===== config.mk =====
export PLATFORM = sky130hd
export DESIGN_NAME = dual_timer_reload
export DESIGN_NICKNAME = d
export VERILOG_FILES = /design/src/logic/dual_timer_pkg.sv /design/src/logic/prescale_if.sv /design/src/logic/clock_prescaler.sv /design/src/logic/dual_timer_reload.sv
export SDC_FILE = /design/constraint.sdc
export NUM_CORES = 1
export LEC_CHECK = 0
export BUFFER_PORTS_ARGS = -buffer_cell sky130_fd_sc_hd__buf_4
export CORE_MARGIN = 8
export CORE_UTILIZATION = 25
export DETAILED_ROUTE_END_ITERATION = 6
export PLACE_DENSITY = 0.43
export SLEW_MARGIN = 20
export SYNTH_ARGS = -nofsm -noshare
export SYNTH_HDL_FRONTEND = slang
export SYNTH_HIERARCHICAL = 1
export SYNTH_SLANG_ARGS = --single-unit

===== constraint.sdc =====
create_clock -name clk -period 8.2 [get_ports clk]
set_clock_uncertainty 0.05 [all_clocks]
set_input_delay 0.41 -clock clk [delete_from_list [all_inputs] [get_ports clk]]
set_output_delay 0.41 -clock clk [all_outputs]
set_load 0.01 [all_outputs]

===== src/logic/dual_timer_pkg.sv =====
// Purpose: Shared constants and types for the dual timer reload block
// Assumes: 8-bit registers on a plain strobe port, one 200 MHz clock
// Notes:   Offsets are byte indexes of the banked register space
`default_nettype none
package dual_timer_pkg;
   localparam int            ADDR_W          = 8;
   localparam int            DATA_W          = 8;
   localparam logic [7:0]    OFS_CONTROL     = 8'h00;
   localparam logic [7:0]    OFS_LOW_PHASE   = 8'h04;
   localparam logic [7:0]    OFS_HIGH_PHASE  = 8'h05;
   localparam logic [7:0]    OFS_RELOAD_LOW  = 8'h06;
   localparam logic [7:0]    OFS_RELOAD_HIGH = 8'h07;
   localparam logic [7:0]    OFS_IRQ_STATUS  = 8'h10;
   localparam logic [7:0]    OFS_IRQ_MASK    = 8'h11;
   localparam int            BIT_RUN         = 7;
   localparam int            BIT_SINGLE      = 6;
   localparam int            BIT_TIMEOUT     = 5;
   localparam int            BIT_CLKSEL_LO   = 3;
   localparam int            BIT_CAPT_IE     = 2;
   localparam int            BIT_TIMEOUT_IE  = 1;
   localparam int            BIT_PIN_SELECT  = 0;
   localparam logic [7:0]    CONTROL_RESET   = 8'h00;
   localparam logic [7:0]    HOLD_RESET      = 8'h00;
   localparam logic [7:0]    UNMAPPED_READ   = 8'h00;
   // Event bit positions in the interrupt status and mask registers
   localparam int            EVT_TIMEOUT     = 0;
   localparam int            EVT_WRAP        = 1;
   localparam int            EVT_N           = 2;
   typedef enum logic [1:0] {
      ST_IDLE = 2'b00,
      ST_LOAD = 2'b01,
      ST_COUNT = 2'b11
   } count_state_t;
endpackage
`default_nettype wire


===== src/logic/prescale_if.sv =====
// Purpose: Carries the prescaler selection and its tick between modules
// Assumes: One clock domain
// Notes:   Tick is a one-cycle enable
`default_nettype none
interface prescale_if;
   logic [1:0] select;
   logic       tick;
   modport owner  (output select, input tick);
   modport scaler (input select, output tick);
endinterface
`default_nettype wire


===== src/logic/clock_prescaler.sv =====
// Purpose: Divides the system clock by 1, 2, 4 or 8 as a tick enable
// Assumes: Synchronised active-low reset already released cleanly
// Notes:   A change of selection takes effect on the free-running count
`default_nettype none
module clock_prescaler (
   input  wire logic  clk,      // System clock
   input  wire logic  rstN,     // Synchronised reset, active low
   prescale_if.scaler ps        // Selection in, tick out
);
   logic [2:0] divCount;

   // Free-running divider; no reload keeps the tick phase stable
   always_ff @(posedge clk or negedge rstN) begin
      if (!rstN) begin
         divCount <= 3'h0;
      end else begin
         divCount <= divCount + 3'h1;
      end
   end

   // Tick when the low bits selected by the divide ratio are all ones
   always_comb begin
      unique case (ps.select)
         2'b00: ps.tick = 1'b1;
         2'b01: ps.tick = divCount[0];
         2'b10: ps.tick = &divCount[1:0];
         2'b11: ps.tick = &divCount;
      endcase
   end
endmodule
`default_nettype wire


===== src/logic/dual_timer_reload.sv =====
// Purpose: Reload/hold registers and byte counter control for two timers
// Assumes: Software is the only master; inputs synchronous to clk
// Notes:   Hold registers and the interrupt gate are kept on stop recovery
`default_nettype none
module dual_timer_reload
   import dual_timer_pkg::*;
(
   input  wire logic                          clk,          // 200 MHz clock
   input  wire logic                          nrst,         // Async reset
   input  wire logic                          stopRecovery, // Stop recovery
   input  wire logic [dual_timer_pkg::ADDR_W-1:0] addr,     // Reg address
   input  wire logic [dual_timer_pkg::DATA_W-1:0] wrData,   // Write data
   input  wire logic                          wrStb,        // Write strobe
   input  wire logic                          rdStb,        // Read strobe
   input  wire logic                          portData,     // Port latch bit
   output logic [dual_timer_pkg::DATA_W-1:0]  rdData,       // Read data
   output logic [15:0]                        wideReload,   // 16-bit reload
   output logic                               byteCounterOutput, // Level
   output logic                               pinOut,       // Port pin drive
   output logic                               timeoutIrq,   // Gated time-out
   output logic                               irq           // Summary irq
);
   import dual_timer_pkg::*;

   logic        rstSync1;
   logic        rstN;
   logic [7:0]  reloadHighByte;
   logic [7:0]  reloadLowByte;
   logic [7:0]  highPhaseCount;
   logic [7:0]  lowPhaseCount;
   logic        byteCounterRun;
   logic        singlePass;
   logic        timeoutFlag;
   logic [1:0]  clockSelect;
   logic        captureIntEnable;
   logic        timeoutIntEnable;
   logic        pinOutputSelect;
   logic [7:0]  byteCount;
   logic        terminal;
   logic        wrap;
   logic [EVT_N-1:0] irqStatus;
   logic [EVT_N-1:0] irqMask;
   logic [EVT_N-1:0] events;
   count_state_t     state;
   logic [7:0]  controlView;
   logic [7:0]  readMux;
   prescale_if  ps ();

   // Reset released through two flops so removal is clean
   // Only the second flop is read by the logic below
   always_ff @(posedge clk or negedge nrst) begin
      if (!nrst) begin
         rstSync1 <= 1'b0;
         rstN     <= 1'b0;
      end else begin
         rstSync1 <= 1'b1;
         rstN     <= rstSync1;
      end
   end

   // Divider selection comes straight from the control field
   assign ps.select = clockSelect;

   // Shared tick source; the counter only moves on a tick
   clock_prescaler u_prescaler (
      .clk  (clk),
      .rstN (rstN),
      .ps   (ps)
   );

   // Hold registers: only a full reset clears them, not stop recovery
   // A write lands on the edge after the strobe; reads see it next
   always_ff @(posedge clk or negedge rstN) begin
      if (!rstN) begin
         reloadHighByte <= HOLD_RESET;
         reloadLowByte  <= HOLD_RESET;
         highPhaseCount <= HOLD_RESET;
         lowPhaseCount  <= HOLD_RESET;
      end else if (wrStb) begin
         unique case (addr)
            OFS_RELOAD_HIGH: reloadHighByte <= wrData;
            OFS_RELOAD_LOW:  reloadLowByte  <= wrData;
            OFS_HIGH_PHASE:  highPhaseCount <= wrData;
            OFS_LOW_PHASE:   lowPhaseCount  <= wrData;
            default: ;
         endcase
      end
   end

   // Wide counter takes its reload value as one word
   // Registered so both bytes reach the wide counter in the same cycle
   always_ff @(posedge clk or negedge rstN) begin
      if (!rstN) begin
         wideReload <= 16'h0000;
      end else begin
         wideReload <= {reloadHighByte, reloadLowByte};
      end
   end

   // Control bits; the interrupt gate deliberately ignores stop recovery
   // Capture enable is only stored; its capture path is not in this block
   always_ff @(posedge clk or negedge rstN) begin
      if (!rstN) begin
         singlePass       <= 1'b0;
         clockSelect      <= 2'h0;
         captureIntEnable <= 1'b0;
         timeoutIntEnable <= 1'b0;
         pinOutputSelect  <= 1'b0;
      end else if (wrStb && addr == OFS_CONTROL) begin
         singlePass       <= wrData[BIT_SINGLE];
         clockSelect      <= wrData[BIT_CLKSEL_LO +: 2];
         captureIntEnable <= wrData[BIT_CAPT_IE];
         timeoutIntEnable <= wrData[BIT_TIMEOUT_IE];
         pinOutputSelect  <= wrData[BIT_PIN_SELECT];
      end else if (stopRecovery) begin
         pinOutputSelect  <= 1'b0;
      end
   end

   // Run bit: software sets it; single pass drops it at terminal count
   // A software write wins over a same-cycle single-pass stop
   always_ff @(posedge clk or negedge rstN) begin
      if (!rstN) begin
         byteCounterRun <= 1'b0;
      end else if (wrStb && addr == OFS_CONTROL) begin
         byteCounterRun <= wrData[BIT_RUN];
      end else if (terminal && singlePass) begin
         byteCounterRun <= 1'b0;
      end else if (stopRecovery) begin
         byteCounterRun <= 1'b0;
      end
   end

   // Time-out flag: set wins over a same-cycle write-one clear
   // Writing zero, as a masked read-modify-write does, leaves it alone
   always_ff @(posedge clk or negedge rstN) begin
      if (!rstN) begin
         timeoutFlag <= 1'b0;
      end else if (terminal) begin
         timeoutFlag <= 1'b1;
      end else if (wrStb && addr == OFS_CONTROL && wrData[BIT_TIMEOUT]) begin
         timeoutFlag <= 1'b0;
      end
   end

   // Terminal needs the run bit too: the state lags a stop write by one
   // cycle, and a stopped counter must not raise the time-out flag
   assign terminal = byteCounterRun && (state == ST_COUNT) && ps.tick
                     && byteCount == 8'h01;
   // Wrap is the modulo flavour of a terminal count
   assign wrap     = terminal && !singlePass;

   // Phase counter: loads the count matching the present output level
   // The level starts low, so a fresh start counts the low phase first
   always_ff @(posedge clk or negedge rstN) begin
      if (!rstN) begin
         state             <= ST_IDLE;
         byteCount         <= 8'h00;
         byteCounterOutput <= 1'b0;
      end else if (!byteCounterRun) begin
         state <= ST_IDLE;
      end else begin
         unique case (state)
            ST_IDLE: begin
               state <= ST_LOAD;
            end
            ST_LOAD: begin
               byteCount <= byteCounterOutput ? highPhaseCount
                                              : lowPhaseCount;
               state     <= ST_COUNT;
            end
            ST_COUNT: begin
               if (terminal) begin
                  byteCounterOutput <= ~byteCounterOutput;
                  state <= singlePass ? ST_IDLE : ST_LOAD;
               end else if (ps.tick) begin
                  byteCount <= byteCount - 8'h01;
               end
            end
            // Code 2'b10 is unused; fall back to idle if it ever appears
            default: begin
               state <= ST_IDLE;
            end
         endcase
      end
   end

   // Pin mux registered so the pin changes one cycle after the level
   // Trade-off: one cycle of lag buys a glitch-free pin
   always_ff @(posedge clk or negedge rstN) begin
      if (!rstN) begin
         pinOut <= 1'b0;
      end else begin
         pinOut <= pinOutputSelect ? byteCounterOutput
                                   : portData;
      end
   end

   // Gated time-out interrupt follows the flag while enabled
   // Terminal is ORed in so the interrupt does not lag the flag
   always_ff @(posedge clk or negedge rstN) begin
      if (!rstN) begin
         timeoutIrq <= 1'b0;
      end else begin
         timeoutIrq <= timeoutIntEnable
                       && (timeoutFlag || terminal);
      end
   end

   // Event sources for the sticky status bits
   assign events[EVT_TIMEOUT] = terminal;
   assign events[EVT_WRAP]    = wrap;

   // Sticky status, cleared by reading it; a new event wins the race
   // Losing an event to a read would hide a terminal count from software
   always_ff @(posedge clk or negedge rstN) begin
      if (!rstN) begin
         irqStatus <= '0;
      end else if (rdStb && addr == OFS_IRQ_STATUS) begin
         irqStatus <= events;
      end else begin
         irqStatus <= irqStatus | events;
      end
   end

   // Interrupt mask, same layout as the status register
   // Unused upper bits are not stored and read back as zero
   always_ff @(posedge clk or negedge rstN) begin
      if (!rstN) begin
         irqMask <= '0;
      end else if (wrStb && addr == OFS_IRQ_MASK) begin
         irqMask <= wrData[EVT_N-1:0];
      end
   end

   // Level interrupt from the next status value, so it leaves a flop
   // Computing from the next value avoids a cycle of extra latency
   always_ff @(posedge clk or negedge rstN) begin
      if (!rstN) begin
         irq <= 1'b0;
      end else if (rdStb && addr == OFS_IRQ_STATUS) begin
         irq <= |(events & irqMask);
      end else begin
         irq <= |((irqStatus | events) & irqMask);
      end
   end

   // Control read view assembled from the shared field positions
   always_comb begin
      controlView                     = 8'h00;
      controlView[BIT_RUN]            = byteCounterRun;
      controlView[BIT_SINGLE]         = singlePass;
      controlView[BIT_TIMEOUT]        = timeoutFlag;
      controlView[BIT_CLKSEL_LO +: 2] = clockSelect;
      controlView[BIT_CAPT_IE]        = captureIntEnable;
      controlView[BIT_TIMEOUT_IE]     = timeoutIntEnable;
      controlView[BIT_PIN_SELECT]     = pinOutputSelect;
   end

   // Read multiplexer; unmapped offsets read as a fixed value
   always_comb begin
      unique case (addr)
         OFS_CONTROL:     readMux = controlView;
         OFS_LOW_PHASE:   readMux = lowPhaseCount;
         OFS_HIGH_PHASE:  readMux = highPhaseCount;
         OFS_RELOAD_LOW:  readMux = reloadLowByte;
         OFS_RELOAD_HIGH: readMux = reloadHighByte;
         OFS_IRQ_STATUS:  readMux = {{(8-EVT_N){1'b0}}, irqStatus};
         OFS_IRQ_MASK:    readMux = {{(8-EVT_N){1'b0}}, irqMask};
         default:         readMux = UNMAPPED_READ;
      endcase
   end

   // Read data one cycle after the strobe, zero otherwise, so a stale
   // value never lingers on the bus between reads
   always_ff @(posedge clk or negedge rstN) begin
      if (!rstN) begin
         rdData <= 8'h00;
      end else if (rdStb) begin
         rdData <= readMux;
      end else begin
         rdData <= 8'h00;
      end
   end
endmodule
`default_nettype wire


==> results of run 1 <==
## logic make-up after synthesis
kind of cell | share of synthesized area [%]
AO/OA/AOI/OAI | 8.274
adder cells (fa/ha/maj) | 1.308
XOR/XNOR | 0.2289
flip-flops | 56.90
buffers and inverters | 3.237
other | 0.09801
multiplexers | 20.50
AND/OR/NAND/NOR | 9.451
## Yosys cell counts (all sizes together) (2+ instances only)
cell,n,area (um^2)
clkbuf,5,38.79
o21ai,10,50.04
mux2i,9,90.09
and3,2,12.51
a21oi,4,20.02
buf,7,51.29
o31ai,2,15.01
or4,3,30.03
a22o,2,17.52
nor4,2,12.51
nor2,16,60.06
a2bb2oi,2,17.52
nand4,4,25.02
a22oi,9,67.56
nand3,4,32.53
o22ai,4,25.02
ha,4,50.05
nor3,4,25.02
mux4,8,180.2
inv,9,33.78
nand2,13,48.80
mux2,44,514.2
and4,2,17.52
dfrtp,87,2177
a32o,3,30.03
or3,2,13.77
## timing repair
item / in CTS / in global routing
hold buffers: 1 / 0
buffers inserted: 0 / 0
hold endpoints to repair: 2 / 0
## sequential cells by signal, indices dropped and copies added (netlist names), 2 cells and up
signal	flops
reloadHighByte	8
irqMask	2
state	2
clockSelect	2
highPhaseCount	8
reloadLowByte	8
byteCount	8
lowPhaseCount	8
rdData	8
u_prescaler/divCount	3
irqStatus	2
wideReload	16
## area by class of cell
class | instances | share of cell area, %
Clock buffer | 11 | 5.182
Multi-Input combinational cell | 172 | 32.56
Timing Repair Buffer | 51 | 8.227
Tap cell | 188 | 5.021
Clock inverter | 5 | 1.736
Inverter | 9 | 0.7212
Sequential cell | 87 | 46.55
## path summary, 6_finish.rpt
check,from,endpoint,slack [ns],cells after the start
worst min register to register,rstN$_DFF_PN0_,highPhaseCount[5]$_DFFE_PN0P_,0.26,0
worst min-delay path,rstN$_DFF_PN0_,highPhaseCount[5]$_DFFE_PN0P_,0.26,0
worst max register to register,u_prescaler/divCount[0]$_DFF_PN0_,byteCount[7]$_DFFE_PN0P_,5.79,8
min in group clk,portData,pinOut$_DFF_PN0_,0.26,2
max in group asynchronous,rstN$_DFF_PN0_,byteCount[7]$_DFFE_PN0P_,6.86,1
worst max-delay path,addr[3],highPhaseCount[5]$_DFFE_PN0P_,5.68,5
## worst register-to-register path, delay by kind of cell (launching register included)
kind,cells,cell delay (ns)
multiplexers,1,0.06
adder cells (fa/ha/maj),2,0.32
flip-flops,1,0.37
AND/OR/NAND/NOR,2,0.29
AO/OA/AOI/OAI,3,1.20
## per-stage QoR
step,hold slack (ns),power [uW],util [%]
final,0.2569,958.2,31.04
after global routing,0.2570,1001,31.04
after CTS,0.2542,976.6,31.04
after detailed placement,0.1437,525.6,28.83
after global placement,0.1425,524.9,28.83
after floorplan,0.06441,495.1,-
## power by group
part | switching, uW | leakage (uW) | internal, uW
Combinational | 27.8 | 0.000861 | 29.9
Sequential | 13.7 | 0.00117 | 445
Clock | 167 | 0.000156 | 275
Total | 208 | 0.00219 | 750
## per-layer routing
metal	routed length (um)	track usage (%)
met1	4473	13.06
met2	4624	16.47
met3	283	2.462
met4	181	5.143
met5	0	0
==> key figures, run 1 <==
Placement
  – Buffers on Ports: 49
  – Inst Count DP: roughly 510
  – RD Place Congestion: about 0.80
  – HPWL reported at the end of detailed placement: approximately 7000 um
  – Pre-CTS WS: 5.313 ns
  – Placed instance area: roughly 4400 um^2

Final layout
  – Synth-to-layout area growth: 22.43%
  – Most common cell after layout, fill and taps aside: dfrtp_1
  – Ant diodes: 0
  – Finished Layout Cells: about 520
  – Final instance area: about 4700 um^2
  – Layout cells sized above 1: about two fifths
  – Most frequent cells in the layout: dfrtp_1 (86), buf_4 (50), mux2_2 (39), nor2_1 (16), nand2_1 (13)
  – Sequential Area: 2181 um^2
  – Fillcell total: approximately 1,500
  – Multi-input gate area: approximately 1500 um^2
  – Nets@finish: 356

Routing
  – DR vias: 2,475
  – Drt drc: 0
  – DR pass1 iterations: 4
  – Drt initial violations: between 100 and 150
  – Total wire length: around 9600 um
  – WL/cell: about 18 um
  – Post-DRT Antenna Nets: 0
  – Vias per cell: approximately 4.7

Global route
  – Remaining Overflow, GRT: 0
  – Initial antenna violation count: 0
  – First-pass GRT wire length: around 16,000 um
  – Vias in the first global route: 2,679
  – Gr usage total: about a tenth
  – Largest net degree at the start of global routing: 47

STA
  – Setup TNS: 0 ns
  – Worst slew margin: between 50% and 60%
  – Worst-Margin Slew: slightly above 0.7 ns
  – Unrepaired setup endpoints after global routing: no
  – Period Utilization, post-route: a little under a third
  – Final hold violation count: 0
  – Fin crit period: approximately 2.5 ns
  – Final setup fails: 0
  – Final Max Slew Viols: 0
  – Highest clock rate: about 0.40 GHz
  – Final setup margin: 5.684 ns

CTS
  – Clock sink count: 87
  – CTS resizes: 0
  – # H-tree levels: 3
  – Root Driver: clkbuf_16
  – Max clock buf depth: 2
  – CTS Buf Count: 9
  – Clk_lat worst skew: between 0.3 and 0.4 ns
  – CTS clk-pin slew, worst paths: about 0.06 ns
  – CTS tree: yes

Die
  – Die extent in y: ~140 um
  – Die area: just under 20,000 um^2
  – I/O Pins: 50
  – Core Box Area: 15,090 um^2
  – Initial Util: about a quarter
  – Rows: 45
  – Die X: between 100 and 150 um

Worst setup path
  – Critical Path Slowest Stage Cell: and4b_1
  – Critical path launch point type: primary input
  – CP arrival: roughly 2.7 ns
  – Crit path max-delay family: simple AND/OR/NAND/NOR gates
  – Crit Path Max Fanout: 13
  – Critical path cell sequence: buf_4 -> or4_4 -> nor3b_4 -> and4b_1 -> mux2_2
  – CP endpoint kind: flop
  – Required @ worst endpoint: ~8.4 ns
  – Worst path bufs/invs: 1
  – CP Class: primary input to flop
  – Crit-path max cell delay: just over 0.6 ns

Synthesis
  – Synth Area per Inst: approximately 14 um^2
  – Number of library cell types mapped by synthesis: 55
  – Synthesized flop and latch total: between 80 and 90
  – YS warnings: 6
  – Post-synthesis sequential area ratio: a little under three fifths
  – Primary FF master, synth: dfrtp_1
  – Post-Syn Area: 3826 um^2
  – Gate Count Post-Synth: 280
  – Asr flop ratio synth: between 90% and 100%
  – EDFF count, synth: 0
  – Synth Net Count: just over 300

Power and ir drop
  – P_leak: 0.002190 uW
  – VDD IR max: a little under 90 uV
  – Pwr/cell area: between 200 and 250 nW/um^2

Worst hold path
  – Hold/Removal Path Class: flop to asynchronous set/reset pin

Outcome
  – Status: finished clean

Flow run
  – Max-cap violation count: 0
(Power assumes the default switching activity.)
==> run 2: changes to the inputs <==
--- a/config.mk
+++ b/config.mk
@@ -9,7 +9,7 @@
 export CORE_MARGIN = 8
 export CORE_UTILIZATION = 25
 export DETAILED_ROUTE_END_ITERATION = 6
-export PLACE_DENSITY = 0.43
+export PLACE_DENSITY = 0.44
 export SLEW_MARGIN = 20
 export SYNTH_ARGS = -nofsm -noshare
 export SYNTH_HDL_FRONTEND = slang
==> constraint.sdc (replaced) <==
create_clock -name clk -period 2.1 [get_ports clk]
set_clock_uncertainty 0.05 [all_clocks]
set_input_delay 0.105 -clock clk [delete_from_list [all_inputs] [get_ports clk]]
set_output_delay 0.105 -clock clk [all_outputs]
set_load 0.01 [all_outputs]
==> key figures, run 2 (same netlist as run 1, synthesis figures left out) <==
STA
  – Final setup fails: 0
  – Fin crit period: roughly 2.0 ns
  – Final Max Slew Viols: 0
  – Worst slew margin: 50.01%
  – Period Utilization, post-route: 93.81%
  – Highest clock rate: 0.5076 GHz
  – Final hold violation count: 0
  – Worst-Margin Slew: about 0.74 ns
  – Setup TNS: 0 ns

Die
  – Rows: 45
  – Die area: around 20,000 um^2
  – Initial Util: about 25%
  – Die extent in y: between 100 and 150 um
  – I/O Pins: 50
  – Core Box Area: ~15,000 um^2
  – Die X: approximately 140 um

Routing
  – Drt initial violations: 160
  – Total wire length: 10,230 um
  – Drt drc: 0
  – DR pass1 iterations: 4
  – Post-DRT Antenna Nets: 0
  – WL/cell: ~18 um
  – DR vias: approximately 2,600
  – Vias per cell: roughly 4.7

CTS
  – # H-tree levels: 3
  – Clock sink count: 87
  – CTS tree: yes
  – Clk_lat worst skew: 0.35 ns
  – CTS Buf Count: 9
  – Root Driver: clkbuf_16
  – CTS clk-pin slew, worst paths: 0.07 ns
  – Max clock buf depth: 2

Worst setup path
  – CP Class: flop to flop
  – Worst path bufs/invs: 1
  – Crit path max-delay family: simple AND/OR/NAND/NOR gates
  – Required @ worst endpoint: approximately 2.3 ns
  – CP arrival: roughly 2.2 ns
  – Critical path launch point type: flop
  – Critical Path Slowest Stage Cell: dfrtp_1
  – CP endpoint kind: flop
  – Crit Path Max Fanout: 4
  – Critical path cell sequence: ha_2 -> ha_1 -> mux2i_1 -> a22oi_2 -> and3_1 -> nand4_1 -> buf_4 -> o2111ai_2 -> nand2_1
  – Crit-path max cell delay: about 0.36 ns

Global route
  – First-pass GRT wire length: around 16,000 um
  – Vias in the first global route: roughly 2,800
  – Largest net degree at the start of global routing: 31
  – Initial antenna violation count: 0
  – Remaining Overflow, GRT: 0
  – Gr usage total: 10.87%

Final layout
  – Finished Layout Cells: roughly 560
  – Most common cell after layout, fill and taps aside: dfrtp_1
  – Fillcell total: 1,487
  – Nets@finish: 394
  – Layout cells sized above 1: 44.50%
  – Max reg flops: 16
  – Top reg by flops: wideReload
  – Most frequent cells in the layout: dfrtp_1 (86), buf_4 (75), mux2_2 (39), nor2_1 (16), nand2_1 (13)
  – Util after Layout: between 30% and 40%
  – Synth-to-layout area growth: 31.69%
  – Ant diodes: 0

Power and ir drop
  – P_leak: about 0.0024 uW
  – VDD IR max: just under 400 uV
  – Pwr/cell area: just over 700 nW/um^2

Placement
  – Inst Count DP: about 530
  – RD Place Congestion: between 0.8 and 0.9
  – Buffers on Ports: just under 50
  – HPWL reported at the end of detailed placement: about 7500 um

Flow run
  – Max-cap violation count: 0

Outcome
  – Status: finished clean

Worst hold path
  – Hold/Removal Path Class: primary input to flop
-- run 2: cell types whose count changed in the layout (fill, tap and decap cells not counted), moves of 2 or more --
cell           change
o21ai_1            +2
inv_6              +2
dlygate4sd3_1     +10
ha_2               +2
ha_1               -2
buf_4             +25
bufinv_16          -2
o21ai_0            -2
buf_12             +2
clkinvlp_4         +2
-- run 2: metrics by stage --
stage          total power (uW)  setup WS [ns]  instance area, um^2  hold slack [ns]
6_report                   3572         0.1299                 5039          0.01105
2_1_floorplan              1934         0.1380                 3827          -0.2406
5_1_grt                    3717       -0.01284                 5039         0.009543
4_1_cts                    3630       0.002622                 4979         0.003060
3_3_place_gp               2064        0.05182                 4586          -0.1620
3_5_place_dp               2069      -0.001027                 4586          -0.1608
-- run 2: area by class of cell --
cell class	instances	area (um^2)	area share [%]
multi-input cells	172	1582	31.39
flip-flops and latches	87	2181	43.28
clock buffers	9	225.2	4.470
repair buffers	89	724.4	14.38
clock inverters	7	57.56	1.142
well taps	188	235.2	4.668
inverters	9	33.78	0.6705
-- run 2: path summary, 6_finish.rpt --
kind	startpoint	to	slack, ns	depth (start not counted)
worst max-delay path	u_prescaler/divCount[0]$_DFF_PN0_	byteCounterRun$_DFFE_PN0P_	0.13	9
max in group asynchronous	rstN$_DFF_PN0_	rdData[1]$_DFF_PN0_	1.27	1
worst max register to register	u_prescaler/divCount[0]$_DFF_PN0_	byteCounterRun$_DFFE_PN0P_	0.13	9
min in group asynchronous	nrst	rstN$_DFF_PN0_	0.02	2
worst min-delay path	wrStb	byteCounterRun$_DFFE_PN0P_	0.01	3
worst min register to register	rstN$_DFF_PN0_	wideReload[2]$_DFF_PN0_	0.22	0
-- run 2: power breakdown --
group	switching [uW]	internal (uW)	leakage, uW
Combinational	119	141	0.00106
Sequential	49.3	1740	0.00117
Clock	713	814	0.000129
-- run 2: routing by layer --
layer	vias up	GRT usage, %	routed length, um
met5	-	0	0
met1	1329	14.22	4833
met2	53	16.76	4911
li1	1225	-	-
met3	10	2.326	339
met4	0	5.200	141
-- run 2: repair_timing --
action | in CTS | in global routing
pin swaps | 1 | 5
setup endpoints to repair | 1 | 8
gates resized for setup | 0 | 13
hold buffers | 11 | 0
endpoints found under the hold margin | 39 | 0
buffers inserted | 0 | 1
-- run 2: worst register-to-register path, stage by stage, from the launching register on --
cell	delay, ns
dfrtp_1	0.36
ha_2	0.18
ha_1	0.13
mux2i_1	0.08
a22oi_2	0.25
and3_1	0.20
nand4_1	0.17
buf_4	0.21
o2111ai_2	0.17
nand2_1	0.07
==> run 3: changes to the inputs <==
--- a/config.mk
+++ b/config.mk
@@ -6,7 +6,7 @@
 export NUM_CORES = 1
 export LEC_CHECK = 0
 export BUFFER_PORTS_ARGS = -buffer_cell sky130_fd_sc_hd__buf_4
-export CORE_MARGIN = 8
+export CORE_MARGIN = 4
 export CORE_UTILIZATION = 25
 export DETAILED_ROUTE_END_ITERATION = 6
 export PLACE_DENSITY = 0.44
==> key figures, run 3 (same netlist as run 1, synthesis figures left out) <==
Outcome
  – Status: finished clean

STA
  – Period Utilization, post-route: 94.52%
  – Highest clock rate: a little over 0.5 GHz
  – Fin crit period: ~2 ns
  – Unrepaired setup endpoints after global routing: no
  – Final Max Slew Viols: 0
  – Final setup margin: 0.1151 ns
  – Worst slew margin: 58.79%
  – Final setup fails: 0
  – Worst-Margin Slew: between 0.6 and 0.7 ns
  – Setup TNS: 0 ns
  – Final hold violation count: 0

Power and ir drop
  – P_int: about 2700 uW
  – Pwr/cell area: about 710 nW/um^2
  – Comb pwr share: ~7.2%
  – Seq pwr share: between 40% and 50%
  – Clock power share: between 40% and 50%
  – P_leak: 0.002374 uW
  – VDD IR max: between 400 and 500 uV
  – P_sw: 835.5 uW
  – Sw frac: a little under a quarter

Global route
  – Gr usage total: about an eighth
  – Initial antenna violation count: 0
  – Remaining Overflow, GRT: 0
  – First-pass GRT wire length: 15,890 um
  – Vias in the first global route: roughly 2,700
  – Largest net degree at the start of global routing: 62

Routing
  – DR pass1 iterations: 5
  – WL/cell: approximately 18 um
  – DR vias: roughly 2,600
  – Drt initial violations: roughly 130
  – Vias per cell: approximately 4.6
  – Post-DRT Antenna Nets: 0
  – Total wire length: just under 10,000 um
  – Drt drc: 0

CTS
  – Max clock buf depth: 2
  – Clock sink count: 87
  – CTS Buf Count: 9
  – # H-tree levels: 3
  – Root Driver: clkbuf_16
  – CTS tree: yes
  – CTS clk-pin slew, worst paths: around 0.070 ns
  – Clk_lat worst skew: 0.35 ns

Worst hold path
  – Hold/Removal Path Class: primary input to flop
  – Hold Startpoint: wrStb

Final layout
  – Final instance area: 5037 um^2
  – Fillcell total: between 1,000 and 1,500
  – Top reg by flops: wideReload
  – Synth-to-layout area growth: 31.65%
  – Nets@finish: roughly 400
  – Multi-input gate area: approximately 1600 um^2
  – Ant diodes: 0
  – Layout cells sized above 1: between 40 and 50%
  – Most frequent cells in the layout: dfrtp_1 (86), buf_4 (76), mux2_2 (39), nor2_1 (16), nand2_1 (13)
  – Sequential Area: ~2200 um^2
  – Max reg flops: 16
  – Most common cell after layout, fill and taps aside: dfrtp_1

Worst setup path
  – Critical path launch point type: flop
  – Crit-path max cell delay: slightly below 0.6 ns
  – CP Class: flop to flop
  – CP endpoint kind: flop
  – Required @ worst endpoint: between 2 and 2.5 ns
  – Top cell by count, worst path: buf_4
  – Critical path cell sequence: or4_1 -> buf_4 -> nor4_1 -> buf_4 -> xor2_1
  – Setup crit start: byteCount[4]$_DFFE_PN0P_
  – Critical Path Slowest Stage Cell: or4_1
  – R2r startpoint: byteCount[4]$_DFFE_PN0P_
  – Crit Path Max Fanout: 4
  – Crit path max-delay family: simple AND/OR/NAND/NOR gates
  – Worst path bufs/invs: 2
  – CP arrival: about 2.2 ns

Die
  – Rows: 44
  – Die extent in y: between 100 and 150 um
  – Die X: 131.7 um
  – Die area: approximately 17,000 um^2
  – I/O Pins: 50
  – Initial Util: between 20% and 30%
  – Core Box Area: between 10,000 and 15,000 um^2

Flow run
  – Max-cap violation count: 0

Placement
  – HPWL reported at the end of detailed placement: between 7000 and 8000 um
  – RD Place Congestion: between 0.7 and 0.8
  – Pre-CTS WS: -0.006597 ns
  – Buffers on Ports: 49
  – Placed instance area: approximately 4600 um^2
-- run 3: layout make-up --
type	count	share of cell area, %
clock buffer	12	5.092
clock inverter	3	0.5216
inverter	9	0.6706
multi-input combinational	172	31.12
sequential	87	43.29
tap	184	4.570
timing repair buffer	90	14.73
-- run 3: routing by layer --
layer / up-vias / GRT usage [%] / part of all wire, %
met2: 47 / 17.88 / 46
met5: - / 0 / 0
met1: 1298 / 16.43 / 48
met4: 0 / 4.201 / 1.7
met3: 14 / 4.014 / 4.2
li1: 1213 / - / -
-- run 3: path summary, 6_finish.rpt --
kind	end	slack, ns	depth (start not counted)
max reg2reg	byteCounterOutput$_DFFE_PN0P_	0.12	5
min	byteCounterRun$_DFFE_PN0P_	0.01	3
max	byteCounterOutput$_DFFE_PN0P_	0.12	5
min in group asynchronous	rstN$_DFF_PN0_	0.02	2
min reg2reg	wideReload[2]$_DFF_PN0_	0.19	0
max in group asynchronous	state[1]$_DFFE_PN0P_	1.16	1
-- run 3: stage by stage --
| step | utilization [%] | hold WS, ns | power, uW | cells |
|---|---|---|---|---|
| 3_3_place_gp | 31.23 | -0.1623 | 2061 | 532 |
| 6_report | 34.14 | 0.01358 | 3580 | 557 |
| 2_1_floorplan | - | -0.2406 | 1934 | 280 |
| 3_5_place_dp | 31.23 | -0.1615 | 2066 | 532 |
| 5_1_grt | 34.14 | 0.007827 | 3771 | 557 |
| 4_1_cts | 33.82 | 0.0001328 | 3652 | 556 |
-- run 3: repair_timing --
action	CTS	global route
pin swaps	1	5
hold buffers	9	1
setup buffers	0	1
resized for setup	2	6
hold endpoints to repair	37	2
endpoints found under the setup margin	2	10
cloned	0	0
-- run 3: worst min-delay path: cells and delay by family --
family                 cells  cell delay [ns]
buffers and inverters      1             0.15
AND/OR/NAND/NOR            2             0.11
-- run 3: power by group through the flow --
stage	combinational [uW]	sequential, uW	clock [uW]
after floorplan	109	1820	0
after global placement	247	1810	0
after detailed placement	251	1820	0
after CTS	266	1780	1600
after global routing	284	1790	1700
final	259	1780	1540
